==> config.mk <==
export PLATFORM = sky130hd
export DESIGN_NAME = cobk_top
export DESIGN_NICKNAME = d
export VERILOG_FILES = /design/src/rtl/cobk_pkg.sv /design/src/rtl/cobk_top.sv /design/src/rtl/cobk_timer.sv
export SDC_FILE = /design/constraint.sdc
export NUM_CORES = 1
export LEC_CHECK = 0
export ABC_AREA = 1
export BUFFER_PORTS_ARGS = -buffer_cell sky130_fd_sc_hd__buf_2
export CAP_MARGIN = 20
export CORE_MARGIN = 2
export CORE_UTILIZATION = 56
export DETAILED_ROUTE_END_ITERATION = 8
export HOLD_SLACK_MARGIN = 0.08
export PLACE_DENSITY = 0.74
export RECOVER_POWER = 100
export SYNTH_ARGS = -nofsm -noshare
export SYNTH_HDL_FRONTEND = slang
export SYNTH_SLANG_ARGS = --single-unit
==> constraint.sdc <==
create_clock -name core_clk_i -period 2.3 [get_ports core_clk_i]
set_input_delay 0 -clock core_clk_i [delete_from_list [all_inputs] [get_ports core_clk_i]]
set_output_delay 0 -clock core_clk_i [all_outputs]
set_load 0.05 [all_outputs]
==> src/rtl/cobk_pkg.sv <==
// constants for the charger option control bank
package cobk_pkg;
   // register bus widths and byte addresses
   localparam int          COBK_AW          = 8;
   localparam int          COBK_DW          = 8;
   localparam logic [7:0]  COBK_ADDR_LOW    = 8'h30;
   localparam logic [7:0]  COBK_ADDR_HIGH   = 8'h31;
   localparam logic [15:0] COBK_RESET_WORD  = 16'h0211;
   localparam logic [7:0]  COBK_RESET_LOW   = COBK_RESET_WORD[7:0];
   localparam logic [7:0]  COBK_RESET_HIGH  = COBK_RESET_WORD[15:8];
   localparam logic [7:0]  COBK_UNMAPPED    = 8'h00;

   // upper byte field positions
   localparam int COBK_H_BATTERY_CURRENT_MONITOR_EN   = 7;
   localparam int COBK_H_HOT_HI    = 6;
   localparam int COBK_H_HOT_LO    = 5;
   localparam int COBK_H_SYSTEM_POWER_MONITOR_EN   = 4;
   localparam int COBK_H_IN_RSNS   = 3;
   localparam int COBK_H_CHG_RSNS  = 2;
   localparam int COBK_H_SYSTEM_POWER_MONITOR_GAIN = 1;
   localparam int COBK_H_PIN_FUNC  = 0;
   // lower byte field positions
   localparam int COBK_L_COMPARATOR_REFERENCE_SELECT   = 7;
   localparam int COBK_L_COMPARATOR_POLARITY_SELECT   = 6;
   localparam int COBK_L_DEG_HI    = 5;
   localparam int COBK_L_DEG_LO    = 4;
   localparam int COBK_L_CUTOFF    = 3;
   localparam int COBK_L_PTM_EN    = 2;
   localparam int COBK_L_SHIP      = 1;
   localparam int COBK_L_WAKE      = 0;

   // field encodings
   localparam logic [1:0] COBK_HOT_OFF    = 2'b00;
   localparam logic [1:0] COBK_HOT_SYSTEM_VOLTAGE   = 2'b01;
   localparam logic [1:0] COBK_DEG_OFF    = 2'b00;
   localparam logic [1:0] COBK_DEG_US     = 2'b01;
   localparam logic [1:0] COBK_DEG_MS     = 2'b10;
   localparam logic [1:0] COBK_DEG_S      = 2'b11;

   // timing in printed units and derived cycle counts
   localparam longint COBK_CLK_HZ       = 40_000_000;
   localparam longint COBK_DEG_US_TIME  = 1;
   localparam longint COBK_DEG_MS_TIME  = 2;
   localparam longint COBK_DEG_S_TIME   = 5;
   localparam longint COBK_SHIP_MS_TIME = 140;
   localparam longint COBK_WAKE_MIN     = 30;
   localparam int     COBK_DEG_W        = 28;
   localparam int     COBK_SHIP_W       = 23;
   localparam int     COBK_WAKE_W       = 37;
   // least times round up, longest times round down
   localparam logic [COBK_DEG_W-1:0] COBK_DEG_US_CYC =
      COBK_DEG_W'((COBK_DEG_US_TIME * COBK_CLK_HZ + 999_999) / 1_000_000);
   localparam logic [COBK_DEG_W-1:0] COBK_DEG_MS_CYC =
      COBK_DEG_W'((COBK_DEG_MS_TIME * COBK_CLK_HZ + 999) / 1000);
   localparam logic [COBK_DEG_W-1:0] COBK_DEG_S_CYC =
      COBK_DEG_W'(COBK_DEG_S_TIME * COBK_CLK_HZ);
   localparam logic [COBK_SHIP_W-1:0] COBK_SHIP_CYC =
      COBK_SHIP_W'((COBK_SHIP_MS_TIME * COBK_CLK_HZ) / 1000);
   localparam logic [COBK_WAKE_W-1:0] COBK_WAKE_CYC =
      COBK_WAKE_W'(COBK_WAKE_MIN * 60 * COBK_CLK_HZ);

   // auto wakeup charge states
   typedef enum logic [2:0] {
      COBK_WK_IDLE    = 3'b001,
      COBK_WK_CHARGE  = 3'b010,
      COBK_WK_EXPIRED = 3'b100
   } cobk_wake_t;
endpackage : cobk_pkg

==> src/rtl/cobk_top.sv <==
// charger option control bank: two byte registers and their control logic
`timescale 1ns/100ps
`default_nettype none
module cobk_top
   import cobk_pkg::*;
#(
   parameter logic [cobk_pkg::COBK_SHIP_W-1:0] SHIP_CYCLES   = cobk_pkg::COBK_SHIP_CYC,
   parameter logic [cobk_pkg::COBK_WAKE_W-1:0] WAKE_CYCLES   = cobk_pkg::COBK_WAKE_CYC,
   parameter logic [cobk_pkg::COBK_DEG_W-1:0]  DEG_MS_CYCLES = cobk_pkg::COBK_DEG_MS_CYC,
   parameter logic [cobk_pkg::COBK_DEG_W-1:0]  DEG_S_CYCLES  = cobk_pkg::COBK_DEG_S_CYC
) (
   input  wire logic                         core_clk_i,
   input  wire logic                         rstn_i,
   input  wire logic [cobk_pkg::COBK_AW-1:0] reg_addr_i,
   input  wire logic                         reg_wr_i,
   input  wire logic [cobk_pkg::COBK_DW-1:0] reg_wdata_i,
   output logic      [cobk_pkg::COBK_DW-1:0] reg_rdata_o,
   input  wire logic                         low_power_mode_i,
   input  wire logic                         battery_below_min_i,
   input  wire logic                         charger_ok_i,
   input  wire logic                         comparator_input_i,
   input  wire logic                         current_limit_hiz_pin_i,
   output logic                              battery_current_buffer_enable_o,
   output logic                              system_power_sense_enable_o,
   output logic                              low_power_hot_alert_enable_o,
   output logic                              input_sense_resistor_select_o,
   output logic                              charge_sense_resistor_select_o,
   output logic                              system_power_gain_select_o,
   output logic                              comparator_reference_select_o,
   output logic                              comparator_output_o,
   output logic                              converter_disable_o,
   output logic                              charger_ok_output_o,
   output logic                              pass_through_mode_o,
   output logic                              high_impedance_mode_o,
   output logic                              shipping_discharge_o,
   output logic                              wakeup_charge_o
);
   import cobk_pkg::*;

   ////////////////////////////////////////////////////////////////////////////
   // register storage and decode
   logic [7:0] opt_hi_r;
   logic [7:0] opt_lo_r;
   logic [7:0] opt_lo_nxt;
   logic [7:0] rdata_r;
   wire  logic wr_hi_w   = reg_wr_i && (reg_addr_i == COBK_ADDR_HIGH);
   wire  logic wr_lo_w   = reg_wr_i && (reg_addr_i == COBK_ADDR_LOW);
   wire  logic ship_start_w = wr_lo_w && reg_wdata_i[COBK_L_SHIP];
   wire  logic [7:0] rd_mux_w = (reg_addr_i == COBK_ADDR_HIGH) ? opt_hi_r :
                                (reg_addr_i == COBK_ADDR_LOW)  ? opt_lo_r : COBK_UNMAPPED;

   wire  logic [1:0] hot_sel_w = opt_hi_r[COBK_H_HOT_HI:COBK_H_HOT_LO];
   wire  logic [1:0] deg_sel_w = opt_lo_r[COBK_L_DEG_HI:COBK_L_DEG_LO];
   wire  logic ship_done_w;
   wire  logic wake_clr_w;

   // lower byte: host writes win over the self-clearing bits
   always_comb begin
      opt_lo_nxt = opt_lo_r;
      if (ship_done_w) begin
         opt_lo_nxt[COBK_L_SHIP] = 1'b0;
      end
      if (wake_clr_w) begin
         opt_lo_nxt[COBK_L_WAKE] = 1'b0;
      end
      if (wr_lo_w) begin
         opt_lo_nxt = reg_wdata_i;
      end
   end

   always_ff @(posedge core_clk_i or negedge rstn_i) begin
      if (!rstn_i) begin
         opt_hi_r <= COBK_RESET_HIGH;
         opt_lo_r <= COBK_RESET_LOW;
         rdata_r  <= COBK_UNMAPPED;
      end else begin
         if (wr_hi_w) begin
            opt_hi_r <= reg_wdata_i;
         end
         opt_lo_r <= opt_lo_nxt;
         rdata_r  <= rd_mux_w;   // read data one cycle after the address
      end
   end

   ////////////////////////////////////////////////////////////////////////////
   // pin synchronisers: three flops, accept a level once stages two and three agree
   wire  logic [1:0] pin_raw_w = {current_limit_hiz_pin_i, comparator_input_i};
   logic [1:0] pin_stable_r;
   genvar gi;
   generate
      for (gi = 0; gi < 2; gi++) begin : g_sync
         logic s1_r;
         logic s2_r;
         logic s3_r;
         always_ff @(posedge core_clk_i or negedge rstn_i) begin
            if (!rstn_i) begin
               s1_r            <= 1'b1;
               s2_r            <= 1'b1;
               s3_r            <= 1'b1;
               pin_stable_r[gi] <= 1'b1;
            end else begin
               s1_r <= pin_raw_w[gi];
               s2_r <= s1_r;
               s3_r <= s2_r;
               if (s2_r == s3_r) begin
                  pin_stable_r[gi] <= s3_r;
               end
            end
         end
      end
   endgenerate
   wire logic cmp_above_w = pin_stable_r[0];
   wire logic limit_low_w = !pin_stable_r[1];

   ////////////////////////////////////////////////////////////////////////////
   // comparator with falling-edge deglitch
   // polarity 0: above drives low; polarity 1: below drives low
   wire  logic cmp_on_w  = (deg_sel_w != COBK_DEG_OFF);
   wire  logic cmp_raw_w = cmp_above_w ~^ opt_lo_r[COBK_L_COMPARATOR_POLARITY_SELECT];
   wire  logic cmp_high_w = !cmp_on_w || cmp_raw_w;
   // deglitch length from the select field
   wire  logic [COBK_DEG_W-1:0] deg_load_w =
      (deg_sel_w == COBK_DEG_MS) ? DEG_MS_CYCLES :
      (deg_sel_w == COBK_DEG_S)  ? DEG_S_CYCLES  : COBK_DEG_US_CYC;
   logic cmp_out_r;
   wire  logic deg_busy_w;
   wire  logic deg_done_w;
   wire  logic deg_start_w = !cmp_high_w && cmp_out_r && !deg_busy_w && !deg_done_w;

   cobk_timer #(.W(COBK_DEG_W)) u_deg_timer (
      .core_clk_i (core_clk_i),
      .rstn_i     (rstn_i),
      .start_i    (deg_start_w),
      .stop_i     (cmp_high_w),
      .load_i     (deg_load_w),
      .busy_o     (deg_busy_w),
      .done_o     (deg_done_w)
   );

   // rise immediately, fall only after the deglitch expires
   always_ff @(posedge core_clk_i or negedge rstn_i) begin
      if (!rstn_i) begin
         cmp_out_r <= 1'b1;
      end else if (cmp_high_w) begin
         cmp_out_r <= 1'b1;
      end else if (deg_done_w) begin
         cmp_out_r <= 1'b0;
      end
   end

   // power path cutoff latches until the host clears the enable bit
   logic cutoff_r;
   wire  logic cutoff_set_w = opt_lo_r[COBK_L_CUTOFF] && !cmp_out_r;
   // latch cutoff on trip, trip wins over clear
   always_ff @(posedge core_clk_i or negedge rstn_i) begin
      if (!rstn_i) begin
         cutoff_r <= 1'b0;
      end else if (cutoff_set_w) begin
         cutoff_r <= 1'b1;
      end else if (!opt_lo_r[COBK_L_CUTOFF]) begin
         cutoff_r <= 1'b0;
      end
   end

   ////////////////////////////////////////////////////////////////////////////
   // shipping discharge interval
   // restart on every write of a one
   cobk_timer #(.W(COBK_SHIP_W)) u_ship_timer (
      .core_clk_i (core_clk_i),
      .rstn_i     (rstn_i),
      .start_i    (ship_start_w),
      .stop_i     (!opt_lo_r[COBK_L_SHIP]),
      .load_i     (SHIP_CYCLES),
      .busy_o     (),
      .done_o     (ship_done_w)
   );

   ////////////////////////////////////////////////////////////////////////////
   // auto wakeup charge sequencing
   cobk_wake_t wk_state_r;
   cobk_wake_t wk_state_nxt;
   wire  logic wake_en_w   = opt_lo_r[COBK_L_WAKE];
   wire  logic wk_arm_w    = (wk_state_r == COBK_WK_IDLE) && wake_en_w && battery_below_min_i;
   wire  logic wk_done_w;
   assign wake_clr_w = (wk_state_r == COBK_WK_CHARGE) && !battery_below_min_i;

   // wakeup interval restarts with each arming
   cobk_timer #(.W(COBK_WAKE_W)) u_wake_timer (
      .core_clk_i (core_clk_i),
      .rstn_i     (rstn_i),
      .start_i    (wk_arm_w),
      .stop_i     (wk_state_r != COBK_WK_CHARGE),
      .load_i     (WAKE_CYCLES),
      .busy_o     (),
      .done_o     (wk_done_w)
   );

   // charge while below minimum, at most the interval
   always_comb begin
      wk_state_nxt = wk_state_r;
      unique case (wk_state_r)
         COBK_WK_IDLE: begin
            if (wk_arm_w) begin
               wk_state_nxt = COBK_WK_CHARGE;
            end
         end
         COBK_WK_CHARGE: begin
            if (!battery_below_min_i || !wake_en_w) begin
               wk_state_nxt = COBK_WK_IDLE;
            end else if (wk_done_w) begin
               wk_state_nxt = COBK_WK_EXPIRED;
            end
         end
         COBK_WK_EXPIRED: begin
            if (!battery_below_min_i || wr_lo_w) begin
               wk_state_nxt = COBK_WK_IDLE;   // a host write re-arms
            end
         end
         default: begin
            wk_state_nxt = COBK_WK_IDLE;
         end
      endcase
   end

   always_ff @(posedge core_clk_i or negedge rstn_i) begin
      if (!rstn_i) begin
         wk_state_r <= COBK_WK_IDLE;
      end else begin
         wk_state_r <= wk_state_nxt;
      end
   end

   ////////////////////////////////////////////////////////////////////////////
   // registered outputs; one cycle of lag is harmless next to analog settling
   always_ff @(posedge core_clk_i or negedge rstn_i) begin
      if (!rstn_i) begin
         battery_current_buffer_enable_o <= 1'b0;
         system_power_sense_enable_o     <= 1'b0;
         low_power_hot_alert_enable_o    <= 1'b0;
         input_sense_resistor_select_o   <= 1'b0;
         charge_sense_resistor_select_o  <= 1'b0;
         system_power_gain_select_o      <= 1'b1;
         comparator_reference_select_o   <= 1'b0;
         converter_disable_o             <= 1'b0;
         charger_ok_output_o             <= 1'b0;
         pass_through_mode_o             <= 1'b0;
         high_impedance_mode_o           <= 1'b0;
      end else begin
         // buffer enable gated by low-power mode
         battery_current_buffer_enable_o <= opt_hi_r[COBK_H_BATTERY_CURRENT_MONITOR_EN] && !low_power_mode_i;
         system_power_sense_enable_o     <= opt_hi_r[COBK_H_SYSTEM_POWER_MONITOR_EN] && !low_power_mode_i;
         // reserved codes leave the alert off
         low_power_hot_alert_enable_o    <= (hot_sel_w == COBK_HOT_SYSTEM_VOLTAGE);
         input_sense_resistor_select_o   <= opt_hi_r[COBK_H_IN_RSNS];
         charge_sense_resistor_select_o  <= opt_hi_r[COBK_H_CHG_RSNS];
         system_power_gain_select_o      <= opt_hi_r[COBK_H_SYSTEM_POWER_MONITOR_GAIN];
         comparator_reference_select_o   <= opt_lo_r[COBK_L_COMPARATOR_REFERENCE_SELECT];
         // cut switches and drop charger ok
         converter_disable_o             <= cutoff_r;
         charger_ok_output_o             <= charger_ok_i && !cutoff_r;
         // limit pin function and pass-through enable
         pass_through_mode_o   <= opt_lo_r[COBK_L_PTM_EN] ||
                                  (limit_low_w && opt_hi_r[COBK_H_PIN_FUNC]);
         high_impedance_mode_o <= limit_low_w && !opt_hi_r[COBK_H_PIN_FUNC];
      end
   end

   assign reg_rdata_o          = rdata_r;
   assign comparator_output_o  = cmp_out_r;
   assign shipping_discharge_o = opt_lo_r[COBK_L_SHIP];
   assign wakeup_charge_o      = wk_state_r[1];

   ////////////////////////////////////////////////////////////////////////////
   // checks
   logic [7:0] low_cnt_r;   // consecutive cycles of a low comparator request
   always_ff @(posedge core_clk_i or negedge rstn_i) begin
      if (!rstn_i) begin
         low_cnt_r <= '0;
      end else if (cmp_high_w) begin
         low_cnt_r <= '0;
      end else if (low_cnt_r != 8'hFF) begin
         low_cnt_r <= low_cnt_r + 8'h01;
      end
   end
endmodule // cobk_top
`default_nettype wire

==> src/rtl/cobk_timer.sv <==
// restartable down-counting interval timer with a done pulse
`timescale 1ns/100ps
`default_nettype none
module cobk_timer #(
   parameter int W = 8
) (
   input  wire logic         core_clk_i,
   input  wire logic         rstn_i,
   input  wire logic         start_i,
   input  wire logic         stop_i,
   input  wire logic [W-1:0] load_i,
   output logic              busy_o,
   output logic              done_o
);
   logic [W-1:0] cnt_r;
   logic         busy_r;
   logic         done_r;
   wire  logic   last_w = (cnt_r <= W'(1));

   // start wins over stop so a fresh activation always restarts the count
   always_ff @(posedge core_clk_i or negedge rstn_i) begin
      if (!rstn_i) begin
         cnt_r  <= '0;
         busy_r <= 1'b0;
         done_r <= 1'b0;
      end else begin
         done_r <= 1'b0;
         if (start_i) begin
            cnt_r  <= load_i;
            busy_r <= 1'b1;
         end else if (stop_i) begin
            busy_r <= 1'b0;
         end else if (busy_r) begin
            if (last_w) begin
               busy_r <= 1'b0;
               done_r <= 1'b1;
            end else begin
               cnt_r <= cnt_r - W'(1);
            end
         end
      end
   end

   assign busy_o = busy_r;
   assign done_o = done_r;
endmodule // cobk_timer
`default_nettype wire

== Word level (Yosys, flattened, before mapping) ==
Cells that the tools add are included.
W data, S select, Z words.

* Add/sub/neg operators: 3
* Order comparisons: 3
* Eq/ne operators: 20
* Muxes and demuxes: 52
* Bitwise gates (word level): 1
* Reductions and logical operators: 42

{| class="wikitable"
|+ Operators with widths
! kind !! count
|-
| $mux W28 || 6
|-
| $mux W37 || 4
|-
| $mux W23 || 4
|-
| $le A37 B1 Y1 const B || 1
|-
| $sub A37 B1 Y37 const B || 1
|-
| $mux W1 || 30
|-
| $le A28 B1 Y1 const B || 1
|-
| $sub A28 B1 Y28 const B || 1
|-
| $le A23 B1 Y1 const B || 1
|-
| $sub A23 B1 Y23 const B || 1
|-
| $eq A8 B6 Y1 const B || 2
|-
| $mux W8 || 2
|-
| $reduce_bool A2 Y1 || 8
|-
| $logic_and A1 B1 Y1 || 15
|-
| $mux W3 || 4
|-
| $reduce_and A3 Y1 || 4
|-
| $logic_not A1 Y1 || 11
|-
| $ne A2 B1 Y1 const B || 5
|-
| $pmux W3 S3 || 1
|-
| $ne A2 B2 Y1 const B || 3
|-
| $eq A2 B2 Y1 const B || 2
|-
| $logic_or A1 B1 Y1 || 4
|-
| $eq A3 B1 Y1 const B || 1
|-
| $eq A3 B2 Y1 const B || 1
|-
| other kinds (7) || 8
|}

* Register bits: 142
* Input port bits: 24
* Output and inout port bits: 22
* Word-level logic and storage cells: 157

== Logic depth before layout (Yosys ltp) ==
Gate-level depths: netlist of the first run.

* Depth in word-level cells: 9
* Depth in mapped cells: 14
* Gate-level depth less buffers: 13

== Hierarchy ==
From an unflattened synthesis of the first run, not the netlist that was laid out.

* Cells, all modules: 1375
* Area total of the unflattened synthesis: 9257.6 µm²

{| class="wikitable"
|+ Modules (own cells, without submodules)
! module !! times used !! cells an instance !! area each (µm²)
|-
| cobk_timer at u_wake_timer || 1 || 502 || 3179.3
|-
| cobk_timer at u_deg_timer || 1 || 368 || 2248.4
|-
| cobk_timer at u_ship_timer || 1 || 317 || 1921.8
|-
| cobk_top || 1 || 188 || 1908.1
|}

== Least setup slack after synthesis of the first run ==
OpenSTA, ideal clock, no wires.

* Kind: flip-flop to flip-flop
* Start: reg wk_state_r[1]
* End: reg u_wake_timer.cnt_r[26]
* Arrival time: 1.698 ns
* Setup slack: 0.485 ns
* Stages on the path, launching flop included: 9
* Path buffers: 2
* Cell sequence: dfrtp_1 -> nor3_1 -> inv_1 -> nor2_2 -> inv_1 -> buf_2 -> buf_2 -> nand3_1 -> nand2_1

* Longest elaborated chain between the ends: 5

{| class="wikitable"
|+ RTL lines
! what !! RTL line !! text
|-
| from (decl) || cobk_top.sv:180 || <nowiki>cobk_wake_t wk_state_r;</nowiki>
|-
| from (signal assigned) || cobk_top.sv:229 || <nowiki>wk_state_r <= wk_state_nxt;</nowiki>
|-
| $eq A3 B1 Y1 || cobk_top.sv:183 || <nowiki>wire logic wk_arm_w = (wk_state_r == COBK_WK_IDLE) && wake_en_w && battery_below_min_i;</nowiki>
|-
| $logic_and A1 B1 Y1 (2 in series) || cobk_top.sv:183 ||
|-
| $ne A2 B1 Y1 (no source line) / $reduce_bool A2 Y1 (equally long branches) || - ||
|-
| $reduce_and A3 Y1 (no source line) || - ||
|-
| to (signal assigned) || cobk_timer.sv:29 || <nowiki>cnt_r <= load_i;</nowiki>
|-
| to (signal assigned) || cobk_timer.sv:38 || <nowiki>cnt_r <= cnt_r - W'(1);</nowiki>
|-
| to (decl) || cobk_timer.sv:15 || <nowiki>logic [W-1:0] cnt_r;</nowiki>
|}

Parallel ways exist; a longest one is shown, timed or not.
A chain may end at the register's enable or synchronous reset.

== Worst setup path in the final report of the first run ==
* Start: in reg_addr_i[0] (netlist name)
* End: reg rdata_r[6] (netlist: reg_rdata_o[6])

* Longest elaborated chain between the ends: 3

{| class="wikitable"
|+ RTL lines
! what !! RTL line !! text
|-
| from (decl) || cobk_top.sv:14 || <nowiki>input wire logic [cobk_pkg::COBK_AW-1:0] reg_addr_i,</nowiki>
|-
| $eq A8 B6 Y1 || cobk_top.sv:50 || <nowiki>(reg_addr_i == COBK_ADDR_LOW) ? opt_lo_r : COBK_UNMAPPED;</nowiki>
|-
| $mux W8 || cobk_top.sv:50 ||
|-
| $mux W8 * || cobk_top.sv:49 || <nowiki>wire logic [7:0] rd_mux_w = (reg_addr_i == COBK_ADDR_HIGH) ? opt_hi_r :</nowiki>
|-
| named net rd_mux_w[6] || cobk_top.sv:49 ||
|-
| to (signal assigned) || cobk_top.sv:81 || <nowiki>rdata_r <= rd_mux_w;</nowiki>
|-
| to (decl) || cobk_top.sv:45 || <nowiki>logic [7:0] rdata_r;</nowiki>
|}

The timed path passes the listed nets; every way through them passes the cells marked *.

==> results of run 1 <==
-- cell type report --
class | count | area [um^2] | share of cell area (%)
clock buffer | 18 | 429 | 4.65
clock inverter | 14 | 170 | 1.84
inverter | 91 | 348 | 3.77
multi-input combinational | 859 | 3980 | 43.1
sequential | 142 | 3570 | 38.7
tap | 180 | 225 | 2.44
timing repair buffer | 80 | 515 | 5.58
-- worst max-delay path by stage --
stage | start | endpoint | slack (ns) | cells after the start
floorplan | wk_state_r[1] | u_wake_timer.cnt_r[26] | 0.48 | 8
global placement | u_wake_timer.cnt_r[16] | u_wake_timer.cnt_r[9] | 0.31 | 10
detailed placement | u_deg_timer.cnt_r[0] | u_deg_timer.cnt_r[17] | 0.22 | 10
CTS | u_deg_timer.cnt_r[0] | u_deg_timer.cnt_r[6] | 0.19 | 10
global route | u_wake_timer.cnt_r[16] | u_wake_timer.cnt_r[1] | 0.04 | 10
finish | reg_addr_i[0] | reg_rdata_o[6] | 0.19 | 8
-- per-layer routing --
| metal | global-route usage (%) | wire length, um |
|---|---|---|
| met4 | 7.20 | 247 |
| met1 | 34.1 | 8480 |
| met2 | 42.3 | 9300 |
| met5 | 0 | 0 |
| met3 | 4.55 | 868 |
-- timing repair --
| action | 4_1_cts | 5_1_grt |
|---|---|---|
| endpoints found under the setup margin | 0 | 1 |
| hold buffers | 21 | 0 |
| endpoints found under the hold margin | 164 | 0 |
| gates resized for setup | 0 | 1 |
-- critical path, cell delays in order --
cell	delay (ns)
sky130_fd_sc_hd__dlygate4sd3_1	0.52
sky130_fd_sc_hd__clkbuf_1	0.17
sky130_fd_sc_hd__inv_1	0.09
sky130_fd_sc_hd__nor4_1	0.36
sky130_fd_sc_hd__dlygate4sd3_1	0.64
sky130_fd_sc_hd__nand2_1	0.07
sky130_fd_sc_hd__nand2_1	0.07
sky130_fd_sc_hd__dlygate4sd3_1	0.55
-- cell families (layout without fill, tap and decap cells) --
| group | after synthesis | in the layout | synth area share (%) |
|---|---|---|---|
| xor+xnor | 53 | 53 | 5.73 |
| buf+inv | 120 | 203 | 6.70 |
| compound gates | 71 | 71 | 4.66 |
| mux | 1 | 1 | 0.123 |
| fa+ha+maj | 8 | 8 | 1.17 |
| flops | 142 | 142 | 44.0 |
| simple gates | 726 | 726 | 37.6 |
-- sequential cells by signal, indices dropped and copies added, names as in the netlist, 2 cells and up --
signal	cells
u_wake_timer.cnt_r	37
u_deg_timer.cnt_r	28
wk_state_r	3
opt_lo_r	8
u_ship_timer.cnt_r	23
g_sync.s2_r	2
g_sync.s3_r	2
opt_hi_r	8
reg_rdata_o	8
g_sync.s1_r	2
-- power groups by stage --
stage / clock network [mW] / registers (mW) / logic [mW]
final: 2.81 / 3.50 / 2.64
after global routing: 2.95 / 3.57 / 3.09
after CTS: 2.86 / 3.49 / 2.65
after detailed placement: 0 / 3.52 / 2.60
after global placement: 0 / 3.52 / 2.55
after floorplan: 0 / 3.41 / 2.06
-- placed cells by master (no fill, tap or decap), types with 2 or more instances in the layout --
cell,instances
sky130_fd_sc_hd__nor2_2,4
sky130_fd_sc_hd__a21oi_1,5
sky130_fd_sc_hd__inv_8,3
sky130_fd_sc_hd__clkbuf_1,27
sky130_fd_sc_hd__dfstp_1,5
sky130_fd_sc_hd__inv_1,87
sky130_fd_sc_hd__xnor2_1,17
sky130_fd_sc_hd__nor2_1,206
sky130_fd_sc_hd__o22ai_1,6
sky130_fd_sc_hd__bufinv_16,2
sky130_fd_sc_hd__dfstp_2,9
sky130_fd_sc_hd__o21ai_0,53
sky130_fd_sc_hd__nand3b_1,3
sky130_fd_sc_hd__o21bai_1,2
sky130_fd_sc_hd__clkbuf_2,2
sky130_fd_sc_hd__dlygate4sd3_1,20
sky130_fd_sc_hd__nand2_1,368
sky130_fd_sc_hd__inv_2,2
sky130_fd_sc_hd__xor2_1,36
sky130_fd_sc_hd__dfrtp_1,128
sky130_fd_sc_hd__nand2_2,4
sky130_fd_sc_hd__a31oi_1,2
sky130_fd_sc_hd__or2_2,6
sky130_fd_sc_hd__nand3_1,107
sky130_fd_sc_hd__ha_1,6
sky130_fd_sc_hd__buf_4,10
sky130_fd_sc_hd__nor3_1,5
sky130_fd_sc_hd__clkbuf_16,17
sky130_fd_sc_hd__buf_2,20
sky130_fd_sc_hd__clkinvlp_4,3
sky130_fd_sc_hd__nor2_4,4
sky130_fd_sc_hd__inv_6,6
sky130_fd_sc_hd__maj3_1,2
sky130_fd_sc_hd__nand4_1,10
sky130_fd_sc_hd__nand2_4,3
-- through the flow --
step	std cells	hold slack (ns)
4_1_cts	1384	0.0851
3_3_place_gp	1331	-0.0730
2_1_floorplan	1121	-0.296
5_1_grt	1384	0.158
3_5_place_dp	1331	-0.0761
6_report	1384	0.0969
==> load_flow_metrics.sql, run 1 <==
INSERT INTO impl_metrics (metric_group, metric, value, unit) VALUES
('synthesis', 'synth_top_cell_by_area', 'sky130_fd_sc_hd__dfrtp_1', ''),
('synthesis', 'synthArstFlopShare', '100', '%'),
('power_and_ir_drop', 'leakage_power', '4.63', 'nW'),
('placed_design', 'gpl.final_weighted_congestion', '0.909', ''),
('finish', 'area.growth.synth_to_final', '13.9', '%'),
('job', 'cap_viol_max_count', '0', ''),
('setup_path', 'rr_endpoint', 'u_deg_timer.cnt_r[22]', ''),
('power_and_ir_drop', 'swShare', '37.9', '%'),
('synthesis', 'synth.cell_area', '8110', 'um^2'),
('power_and_ir_drop', 'combPwrFrac', '29.5', '%'),
('global_routing', 'grt_antenna_before_repair', '0', ''),
('power_and_ir_drop', 'power.switching', '3.40', 'mW'),
('synthesis', 'synth_seq_area_share', '44.0', '%'),
('sta', 'report.final.hold_viol_count', '0', ''),
('sta', 'finalCriticalPeriod', '2.11', 'ns'),
('sta', 'final-setup-viol-count', '0', ''),
('min_path', 'timing.hold.worst.start', 'reg_wr_i', ''),
('floorplanning', 'chipHeight', '124', 'um'),
('sta', 'fin_crit_sh', '92.0', '%'),
('sta', 'post_route_worst_setup_slack', '0.185', 'ns'),
('synthesis', 'synth_most_common_cell', 'sky130_fd_sc_hd__nand2_1', ''),
('floorplanning', 'boundaryPins', '46', ''),
('synthesis', 'synth_edf_count', '0', ''),
('placed_design', 'placed_area', '8480', 'um^2'),
('global_routing', 'first_global_vias', '6962', ''),
('run_status', 'status', 'finished clean', ''),
('floorplanning', 'area_of_the_die', '15500', 'um^2'),
('floorplanning', 'floorplan.initialDensity', '58.0', '%'),
('floorplanning', 'std_cell_rows', '43', ''),
('synthesis', 'ys_seq_elements', '142', ''),
('clock_network', 'cts.root.buffer_cell', 'sky130_fd_sc_hd__clkbuf_16', ''),
('global_routing', 'groute.usage.overall', '25.4', '%'),
('drt', 'post_drt_via_cell_ratio', '5.28', ''),
('floorplanning', 'die_w', '124', 'um'),
('clock_network', 'cts_h_tree_depth', '4', ''),
('synthesis', 'syn-mean-instance-area', '7.23', 'um^2'),
('drt', 'initial_drc_count', '575', ''),
('drt', 'drt_pre_antenna_iters', '5', ''),
('placed_design', 'port_buf_inserts', '45', ''),
('power_and_ir_drop', 'p_per_area', '970', 'nW/um^2'),
('setup_path', 'r2r-start', 'u_deg_timer.cnt_r[0]', ''),
('clock_network', 'post_cts_repair_setup_buffers', '0', ''),
('finish', 'post_route_cells_drive_above_1_share', '8.39', '%'),
('synthesis', 'synthesis.nets', '1151', ''),
('finish', 'num-nets-final', '1221', ''),
('setup_path', 'setup_cp_type', 'input pin to register', ''),
('setup_path', 'critPathCaptureType', 'register', ''),
('setup_path', 'worst-r2r-setup-slack', '0.22', 'ns'),
('synthesis', 'synth_top_cells_by_area', 'sky130_fd_sc_hd__dfrtp_1 (40%), sky130_fd_sc_hd__nand2_1 (17%), sky130_fd_sc_hd__nor2_1 (9.5%), sky130_fd_sc_hd__nand3_1 (6.6%), sky130_fd_sc_hd__dfstp_2 (4.5%)', ''),
('finish', 'final_core_utilization', '66.0', '%'),
('drt', 'route.antenna.remaining_nets', '0', ''),
('clock_network', 'clock_path_buffers', '2', ''),
('global_routing', 'gr-total-overflow', '0', ''),
('sta', 'worst-slew-pin-transition', '1.21', 'ns'),
('global_routing', 'first_pass_grt_wire_length', '32500', 'um'),
('synthesis', 'synth.top_cell.area_share', '39.5', '%'),
('sta', 'totalNegativeSetupSlack', '0', 'ns'),
('clock_network', 'insertion_delay', '0.42', 'ns'),
('min_path', 'hold_path_class', 'input pin to register', ''),
('synthesis', 'synthFlopType', 'sky130_fd_sc_hd__dfrtp_1', ''),
('synthesis', 'synth.lib_cells_used.distinct', '43', ''),
('placed_design', 'hpwl_reported_at_the_end_of_detailed_placement', '13000', 'um'),
('sta', 'rsz0062_at_grt', 'false', ''),
('setup_path', 'worstRegToRegCells', '10', ''),
('setup_path', 'worstPathRequired', '2.66', 'ns'),
('min_path', 'hold_depth', '4', ''),
('power_and_ir_drop', 'power', '8.96', 'mW'),
('drt', 'postRouteWirelength', '18900', 'um'),
('setup_path', 'setup.worst_path.start_class', 'input pin', ''),
('clock_network', 'number_of_clock_sinks', '142', ''),
('drt', 'route.detailed.wl_per_inst', '13.7', 'um');
No activity file was read; power rests on OpenSTA's default activity.
==> run 2, diff against run 1 <==
- SETUP_SLACK_MARGIN: default -> 0.3
==> load_flow_metrics.sql, run 2 (same netlist as run 1, synthesis figures left out) <==
INSERT INTO impl_metrics (metric_group, metric, value, unit) VALUES
('drt', 'route.antenna.remaining_nets', '0', ''),
('sta', 'max-slew-margin-rel', '32.2', '%'),
('finish', 'num-nets-final', '1228', ''),
('drt', 'postRouteWirelength', '19300', 'um'),
('drt', 'drt_pre_antenna_iters', '5', ''),
('sta', 'post_route_worst_setup_slack', '0.324', 'ns'),
('power_and_ir_drop', 'internal-power', '5.60', 'mW'),
('sta', 'finalCriticalPeriod', '1.98', 'ns'),
('placed_design', 'gpl.final_weighted_congestion', '0.909', ''),
('global_routing', 'grt_antenna_before_repair', '0', ''),
('setup_path', 'library_cell_contributing_the_largest_single_delay_on_the_critical_path', 'sky130_fd_sc_hd__dfrtp_1', ''),
('clock_network', 'numCtsBuffers', '17', ''),
('drt', 'drc', '0', ''),
('setup_path', 'setup_cp_type', 'register to register', ''),
('finish', 'final_common_cell', 'sky130_fd_sc_hd__nand2_1', ''),
('floorplanning', 'chipHeight', '124', 'um'),
('setup_path', 'worstPathRequired', '2.61', 'ns'),
('floorplanning', 'die_w', '124', 'um'),
('finish', 'max_flop_register', 'u_wake_timer.cnt_r', ''),
('sta', 'totalNegativeSetupSlack', '0', 'ns'),
('sta', 'report.final.hold_viol_count', '0', ''),
('clock_network', 'insertion_delay', '0.42', 'ns'),
('clock_network', 'cts_h_tree_depth', '4', ''),
('drt', 'initial_drc_count', '605', ''),
('setup_path', 'cp_data_arrival_time', '2.28', 'ns'),
('power_and_ir_drop', 'combPwrFrac', '30.1', '%'),
('setup_path', 'path_delay_family', 'simple AND/OR/NAND/NOR gates', ''),
('setup_path', 'worst_path_most_repeated_cell', 'sky130_fd_sc_hd__nand2_1', ''),
('global_routing', 'first_pass_grt_wire_length', '32500', 'um'),
('power_and_ir_drop', 'leakage_power', '4.66', 'nW'),
('drt', 'routed_wl_met2', '9690', 'um'),
('sta', 'skew', '0.00894', 'ns'),
('drt', 'route.detailed.wl_per_inst', '13.9', 'um'),
('finish', 'post_route_cells_drive_above_1_share', '10.5', '%'),
('placed_design', 'placed_area', '8480', 'um^2'),
('clock_network', 'number_of_clock_sinks', '142', ''),
('finish', 'antenna_cells_inserted', '0', ''),
('sta', 'drv_slew', '0', ''),
('drt', 'post_drt_via_cell_ratio', '5.28', ''),
('power_and_ir_drop', 'ir_drop', '589', 'uV'),
('clock_network', 'clkSlewWorstSetupHoldPaths', '0.06', 'ns'),
('global_routing', 'groute.usage.overall', '25.4', '%'),
('drt', 'dr.max_layer_used', 'met4', ''),
('finish', 'final_core_utilization', '67.1', '%'),
('sta', 'clock.fmax', '506', 'MHz'),
('floorplanning', 'area_of_the_die', '15500', 'um^2'),
('finish', 'final_cell_mix', 'sky130_fd_sc_hd__nand2_1 (368), sky130_fd_sc_hd__nor2_1 (195), sky130_fd_sc_hd__dfrtp_1 (127), sky130_fd_sc_hd__nand3_1 (108), sky130_fd_sc_hd__inv_1 (82)', ''),
('setup_path', 'critical_path.n_buffers_inverters', '2', ''),
('power_and_ir_drop', 'power', '9.05', 'mW'),
('sta', 'final-setup-viol-count', '0', ''),
('run_status', 'status', 'finished clean', ''),
('floorplanning', 'core', '14000', 'um^2'),
('sta', 'rsz0062_at_grt', 'true', ''),
('finish', 'largest_register_ffs', '37', ''),
('sta', 'fin_crit_sh', '85.9', '%'),
('placed_design', 'hpwl_reported_at_the_end_of_detailed_placement', '13000', 'um'),
('drt', 'detailroute.via_count', '7340', ''),
('clock_network', 'tritoncts', 'done', ''),
('placed_design', 'port_buf_inserts', '45', ''),
('floorplanning', 'floorplan.initialDensity', '58.0', '%'),
('clock_network', 'clock_path_buffers', '2', ''),
('finish', 'finish.instance_area', '9390', 'um^2'),
('placed_design', 'placement.setup.worst_slack', '0.225', 'ns'),
('setup_path', 'critical_path_cell_list', 'nor2_1, nand2_1, inv_1, nand3_1, nor2_4, nand2_1, nand3b_4, buf_12, nand2_8, nand2_1, nand2_1', ''),
('sta', 'worst-slew-pin-transition', '1.02', 'ns'),
('drt', 'met1_wl', '8580', 'um'),
('power_and_ir_drop', 'sequentialPowerShare', '38.9', '%'),
('setup_path', 'cpPeakStageDelay', '0.44', 'ns'),
('global_routing', 'gr-total-overflow', '0', ''),
('setup_path', 'critPathCaptureType', 'register', ''),
('min_path', 'hold_path_class', 'input pin to register', ''),
('global_routing', 'grt_start_max_net_pins', '56', ''),
('clock_network', 'cts.root.buffer_cell', 'sky130_fd_sc_hd__clkbuf_16', ''),
('floorplanning', 'boundaryPins', '46', ''),
('power_and_ir_drop', 'swShare', '38.1', '%'),
('floorplanning', 'std_cell_rows', '43', ''),
('finish', 'area.growth.synth_to_final', '15.8', '%'),
('drt', 'met3_wirelength', '845', 'um'),
('power_and_ir_drop', 'power.switching', '3.45', 'mW'),
('setup_path', 'setup.worst_path.start_class', 'register', ''),
('job', 'cap_viol_max_count', '0', ''),
('global_routing', 'first_global_vias', '6979', ''),
('power_and_ir_drop', 'share_clk_of_total_power', '31.1', '%'),
('finish', 'largestRegisters', 'u_wake_timer.cnt_r: 37 flops, u_deg_timer.cnt_r: 28 flops, u_ship_timer.cnt_r: 23 flops', ''),
('setup_path', 'worst-path-max-fanout', '28', ''),
('power_and_ir_drop', 'p_per_area', '964', 'nW/um^2');
-- run 2: cell count changes in the layout (fill, tap and decap cells not counted), sizes merged --
cell,previous run,this run
dlymetal6s2s,1,0
buf,31,38
nand3b,4,5
-- run 2: layer usage --
layer,vias up,global-route usage (%)
li1,3673,-
met1,3450,34.1
met2,195,42.4
met3,22,4.60
met4,0,7.40
met5,-,0
-- run 2: power by group through the flow --
stage               Sequential, mW  Combinational [mW]  Clock, mW
floorplan                     3.41                2.06          0
global placement              3.52                2.55          0
detailed placement            3.52                2.60          0
CTS                           3.49                2.66       2.86
global route                  3.59                3.17       2.95
finish                        3.52                2.72       2.81
-- run 2: layout make-up --
| type | instances | area, um^2 |
|---|---|---|
| multi-input cells | 860 | 4050 |
| fillers | 1185 | 4600 |
| clock buffers | 18 | 429 |
| flip-flops and latches | 142 | 3570 |
| clock inverters | 14 | 170 |
| well taps | 180 | 225 |
| inverters | 91 | 348 |
| repair buffers | 86 | 596 |
-- run 2: what timing repair did --
item,in CTS,in global routing
endpoints found under the hold margin,164,1
hold buffers,21,1
buffers inserted,0,6
pin swaps,0,5
cloned,0,1
endpoints found under the setup margin,39,91
resized for setup,6,27
-- run 2: worst paths after layout --
kind / startpoint / to / slack [ns] / depth (start not counted)
hold / removal: reg_addr_i[2] / reg_rdata_o[3] / 0.05 / 5
setup reg to reg: u_wake_timer.cnt_r[18] / u_wake_timer.cnt_r[20] / 0.32 / 11
min in group asynchronous: rstn_i / system_power_gain_select_o / 0.73 / 2
hold reg to reg: g_sync[1].s1_r / g_sync[1].s2_r / 0.36 / 0
max in group asynchronous: rstn_i / u_wake_timer.cnt_r[16] / 0.73 / 3
setup / recovery: u_wake_timer.cnt_r[18] / u_wake_timer.cnt_r[20] / 0.32 / 11
-- run 2: metrics by stage --
stage                     hold WS (ns)  std cells
after floorplan                 -0.296       1121
after global placement         -0.0730       1331
after detailed placement       -0.0761       1331
after CTS                       0.0851       1384
after global routing            0.0839       1391
final                           0.0473       1391
-- run 2: worst register-to-register path, stage by stage, from the launching register on --
cell and delay (ns):
sky130_fd_sc_hd__dfrtp_1 0.44, sky130_fd_sc_hd__nor2_1 0.17, sky130_fd_sc_hd__nand2_1 0.08, sky130_fd_sc_hd__inv_1 0.11
sky130_fd_sc_hd__nand3_1 0.12, sky130_fd_sc_hd__nor2_4 0.17, sky130_fd_sc_hd__nand2_1 0.18, sky130_fd_sc_hd__nand3b_4 0.17
sky130_fd_sc_hd__buf_12 0.13, sky130_fd_sc_hd__nand2_8 0.13, sky130_fd_sc_hd__nand2_1 0.11, sky130_fd_sc_hd__nand2_1 0.05
==> run 3, diff against run 2 <==
- CAP_MARGIN: 20 -> default
- CORE_ASPECT_RATIO: default -> 2
- CORE_UTILIZATION: 56 -> 28
- PLACE_DENSITY: 0.74 -> 0.43
==> load_flow_metrics.sql, run 3 (same netlist as run 1, synthesis figures left out) <==
INSERT INTO impl_metrics (metric_group, metric, value, unit) VALUES
('run_status', 'status', 'finished clean', ''),
('sta', 'fin_crit_sh', '85.2', '%'),
('finish', 'fillerInstances', '3111', ''),
('global_routing', 'grt_antenna_before_repair', '0', ''),
('sta', 'rsz0062_at_grt', 'false', ''),
('sta', 'final-setup-viol-count', '0', ''),
('global_routing', 'groute.usage.overall', '14.8', '%'),
('power_and_ir_drop', 'leakage_power', '4.78', 'nW'),
('placed_design', 'port_buf_inserts', '45', ''),
('setup_path', 'worstRegToRegCells', '11', ''),
('drt', 'post_drt_via_cell_ratio', '4.57', ''),
('drt', 'postRouteWirelength', '22000', 'um'),
('clock_network', 'clock_path_buffers', '2', ''),
('job', 'cap_viol_max_count', '0', ''),
('min_path', 'hold_path_class', 'input pin to asynchronous set/reset pin', ''),
('finish', 'area.growth.synth_to_final', '20.6', '%'),
('finish', 'final_common_cell', 'sky130_fd_sc_hd__nand2_1', ''),
('global_routing', 'first_global_vias', '7180', ''),
('finish', 'final_cells', '1587', ''),
('clock_network', 'insertion_delay', '0.44', 'ns'),
('placed_design', 'place.detailed.instances', '1516', ''),
('setup_path', 'cp_data_arrival_time', '2.29', 'ns'),
('setup_path', 'worst-path-max-fanout', '7', ''),
('finish', 'antenna_cells_inserted', '0', ''),
('power_and_ir_drop', 'power', '9.35', 'mW'),
('global_routing', 'grt_start_max_net_pins', '79', ''),
('finish', 'post_route_cells_drive_above_1_share', '11.1', '%'),
('global_routing', 'gr-total-overflow', '0', ''),
('clock_network', 'number_of_clock_sinks', '142', ''),
('placed_design', 'hpwl_reported_at_the_end_of_detailed_placement', '15300', 'um'),
('drt', 'met3_wirelength', '815', 'um'),
('drt', 'drt_pre_antenna_iters', '6', ''),
('clock_network', 'cts_h_tree_depth', '4', ''),
('setup_path', 'worstPathRequired', '2.63', 'ns'),
('floorplanning', 'die_w', '124', 'um'),
('sta', 'clock.fmax', '510', 'MHz'),
('clock_network', 'cts.root.buffer_cell', 'sky130_fd_sc_hd__clkbuf_16', ''),
('setup_path', 'setup_cp_type', 'register to register', ''),
('floorplanning', 'area_of_the_die', '30400', 'um^2'),
('power_and_ir_drop', 'p_per_area', '956', 'nW/um^2'),
('drt', 'met1_wl', '10900', 'um'),
('sta', 'totalNegativeSetupSlack', '0', 'ns'),
('finish', 'max_flop_register', 'u_wake_timer.cnt_r', ''),
('floorplanning', 'core', '28600', 'um^2'),
('setup_path', 'critPathCaptureType', 'register', ''),
('sta', 'worst-slew-pin-transition', '0.802', 'ns'),
('drt', 'route.detailed.wl_per_inst', '13.9', 'um'),
('floorplanning', 'chipHeight', '245', 'um'),
('floorplanning', 'std_cell_rows', '88', ''),
('floorplanning', 'boundaryPins', '46', ''),
('drt', 'route.antenna.remaining_nets', '0', ''),
('sta', 'max-slew-margin-rel', '46.6', '%'),
('sta', 'report.final.hold_viol_count', '0', ''),
('drt', 'dr.max_layer_used', 'met4', ''),
('drt', 'routed_wl_met2', '9660', 'um'),
('setup_path', 'setup.worst_path.start_class', 'register', ''),
('power_and_ir_drop', 'ir_drop', '597', 'uV'),
('finish', 'largest_register_ffs', '37', ''),
('clock_network', 'clkSlewWorstSetupHoldPaths', '0.06', 'ns'),
('sta', 'drv_slew', '0', ''),
('clock_network', 'numCtsBuffers', '17', ''),
('floorplanning', 'floorplan.initialDensity', '28.3', '%'),
('drt', 'detailroute.via_count', '7260', ''),
('drt', 'drc', '0', ''),
('clock_network', 'tritoncts', 'done', ''),
('sta', 'finalCriticalPeriod', '1.96', 'ns'),
('finish', 'final_cell_mix', 'sky130_fd_sc_hd__nand2_1 (369), sky130_fd_sc_hd__nor2_1 (194), sky130_fd_sc_hd__dfrtp_1 (127), sky130_fd_sc_hd__nand3_1 (108), sky130_fd_sc_hd__inv_1 (83)', ''),
('global_routing', 'first_pass_grt_wire_length', '36700', 'um'),
('finish', 'largestRegisters', 'u_wake_timer.cnt_r: 37 flops, u_deg_timer.cnt_r: 28 flops, u_ship_timer.cnt_r: 23 flops', ''),
('sta', 'skew', '0.00514', 'ns'),
('placed_design', 'gpl.final_weighted_congestion', '0.894', ''),
('finish', 'num-nets-final', '1244', ''),
('drt', 'initial_drc_count', '429', '');
## run 3: cell count changes in the layout (fill, tap and decap cells not counted), sizes merged, moves of 2 or more
cell	delta
nand2	+3
dlygate4sd3	+2
buf	+8
clkinv	+4
bufinv	+2
clkbuf	+2
inv	-7
## run 3: repair_timing
item,CTS,global route
endpoints found under the setup margin,47,80
resized for setup,3,34
hold buffers,22,0
cloned,1,4
endpoints found under the hold margin,106,0
pin swaps,0,5
setup buffers,0,12
## run 3: layout make-up
cell class / count / area [um^2] / share of cell area (%)
multi-input combinational: 864 / 4100 / 41.9
tap: 360 / 450 / 4.61
clock inverter: 14 / 205 / 2.10
timing repair buffer: 98 / 653 / 6.68
clock buffer: 18 / 439 / 4.49
sequential: 142 / 3570 / 36.5
inverter: 91 / 357 / 3.65
## run 3: stage by stage
| stage | setup slack [ns] | hold slack [ns] | util, % | area, um^2 |
|---|---|---|---|---|
| after detailed placement | 0.178 | 0.100 | 30.6 | 8750 |
| after global routing | 0.144 | 0.190 | 34.2 | 9780 |
| after floorplan | 0.485 | -0.296 | - | 8110 |
| after global placement | 0.210 | 0.108 | 30.6 | 8750 |
| final | 0.340 | 0.149 | 34.2 | 9780 |
| after CTS | 0.314 | 0.169 | 33.7 | 9640 |
## run 3: final timing paths
path                                          from                     end  slack (ns)
max reg2reg                  u_wake_timer.cnt_r[5]  u_wake_timer.cnt_r[24]        0.34
max in group asynchronous                   rstn_i  u_wake_timer.cnt_r[35]        0.88
min in group core_clk_i    current_limit_hiz_pin_i          g_sync[1].s1_r        0.20
min reg2reg                         g_sync[1].s1_r          g_sync[1].s2_r        0.36
max                          u_wake_timer.cnt_r[5]  u_wake_timer.cnt_r[24]        0.34
min                                         rstn_i  u_ship_timer.cnt_r[10]        0.15
## run 3: power breakdown
group	switching, mW	leakage, nW	internal [mW]
combinational	1.74	2.69	1.01
clock	1.19	0.309	1.87
sequential	0.589	1.78	2.95
total	3.52	4.78	5.82
## run 3: metal layers
metal / GRT usage [%] / vias up
met5: 0 / -
met4: 6.44 / 0
met3: 2.40 / 36
met2: 22.9 / 149
met1: 20.4 / 3362
li1: - / 3713
## run 3: critical path: stages, from the launching register on
cell and delay, ns:
sky130_fd_sc_hd__dfrtp_1 0.43, sky130_fd_sc_hd__nor2_1 0.21, sky130_fd_sc_hd__nand2_1 0.13, sky130_fd_sc_hd__nor2_1 0.14, sky130_fd_sc_hd__nand2_1 0.08, sky130_fd_sc_hd__nor2_2 0.08
sky130_fd_sc_hd__nand2_1 0.17, sky130_fd_sc_hd__nand3b_4 0.18, sky130_fd_sc_hd__clkbuf_1 0.16, sky130_fd_sc_hd__nand2_4 0.13, sky130_fd_sc_hd__nand2_1 0.09, sky130_fd_sc_hd__nand2_1 0.05
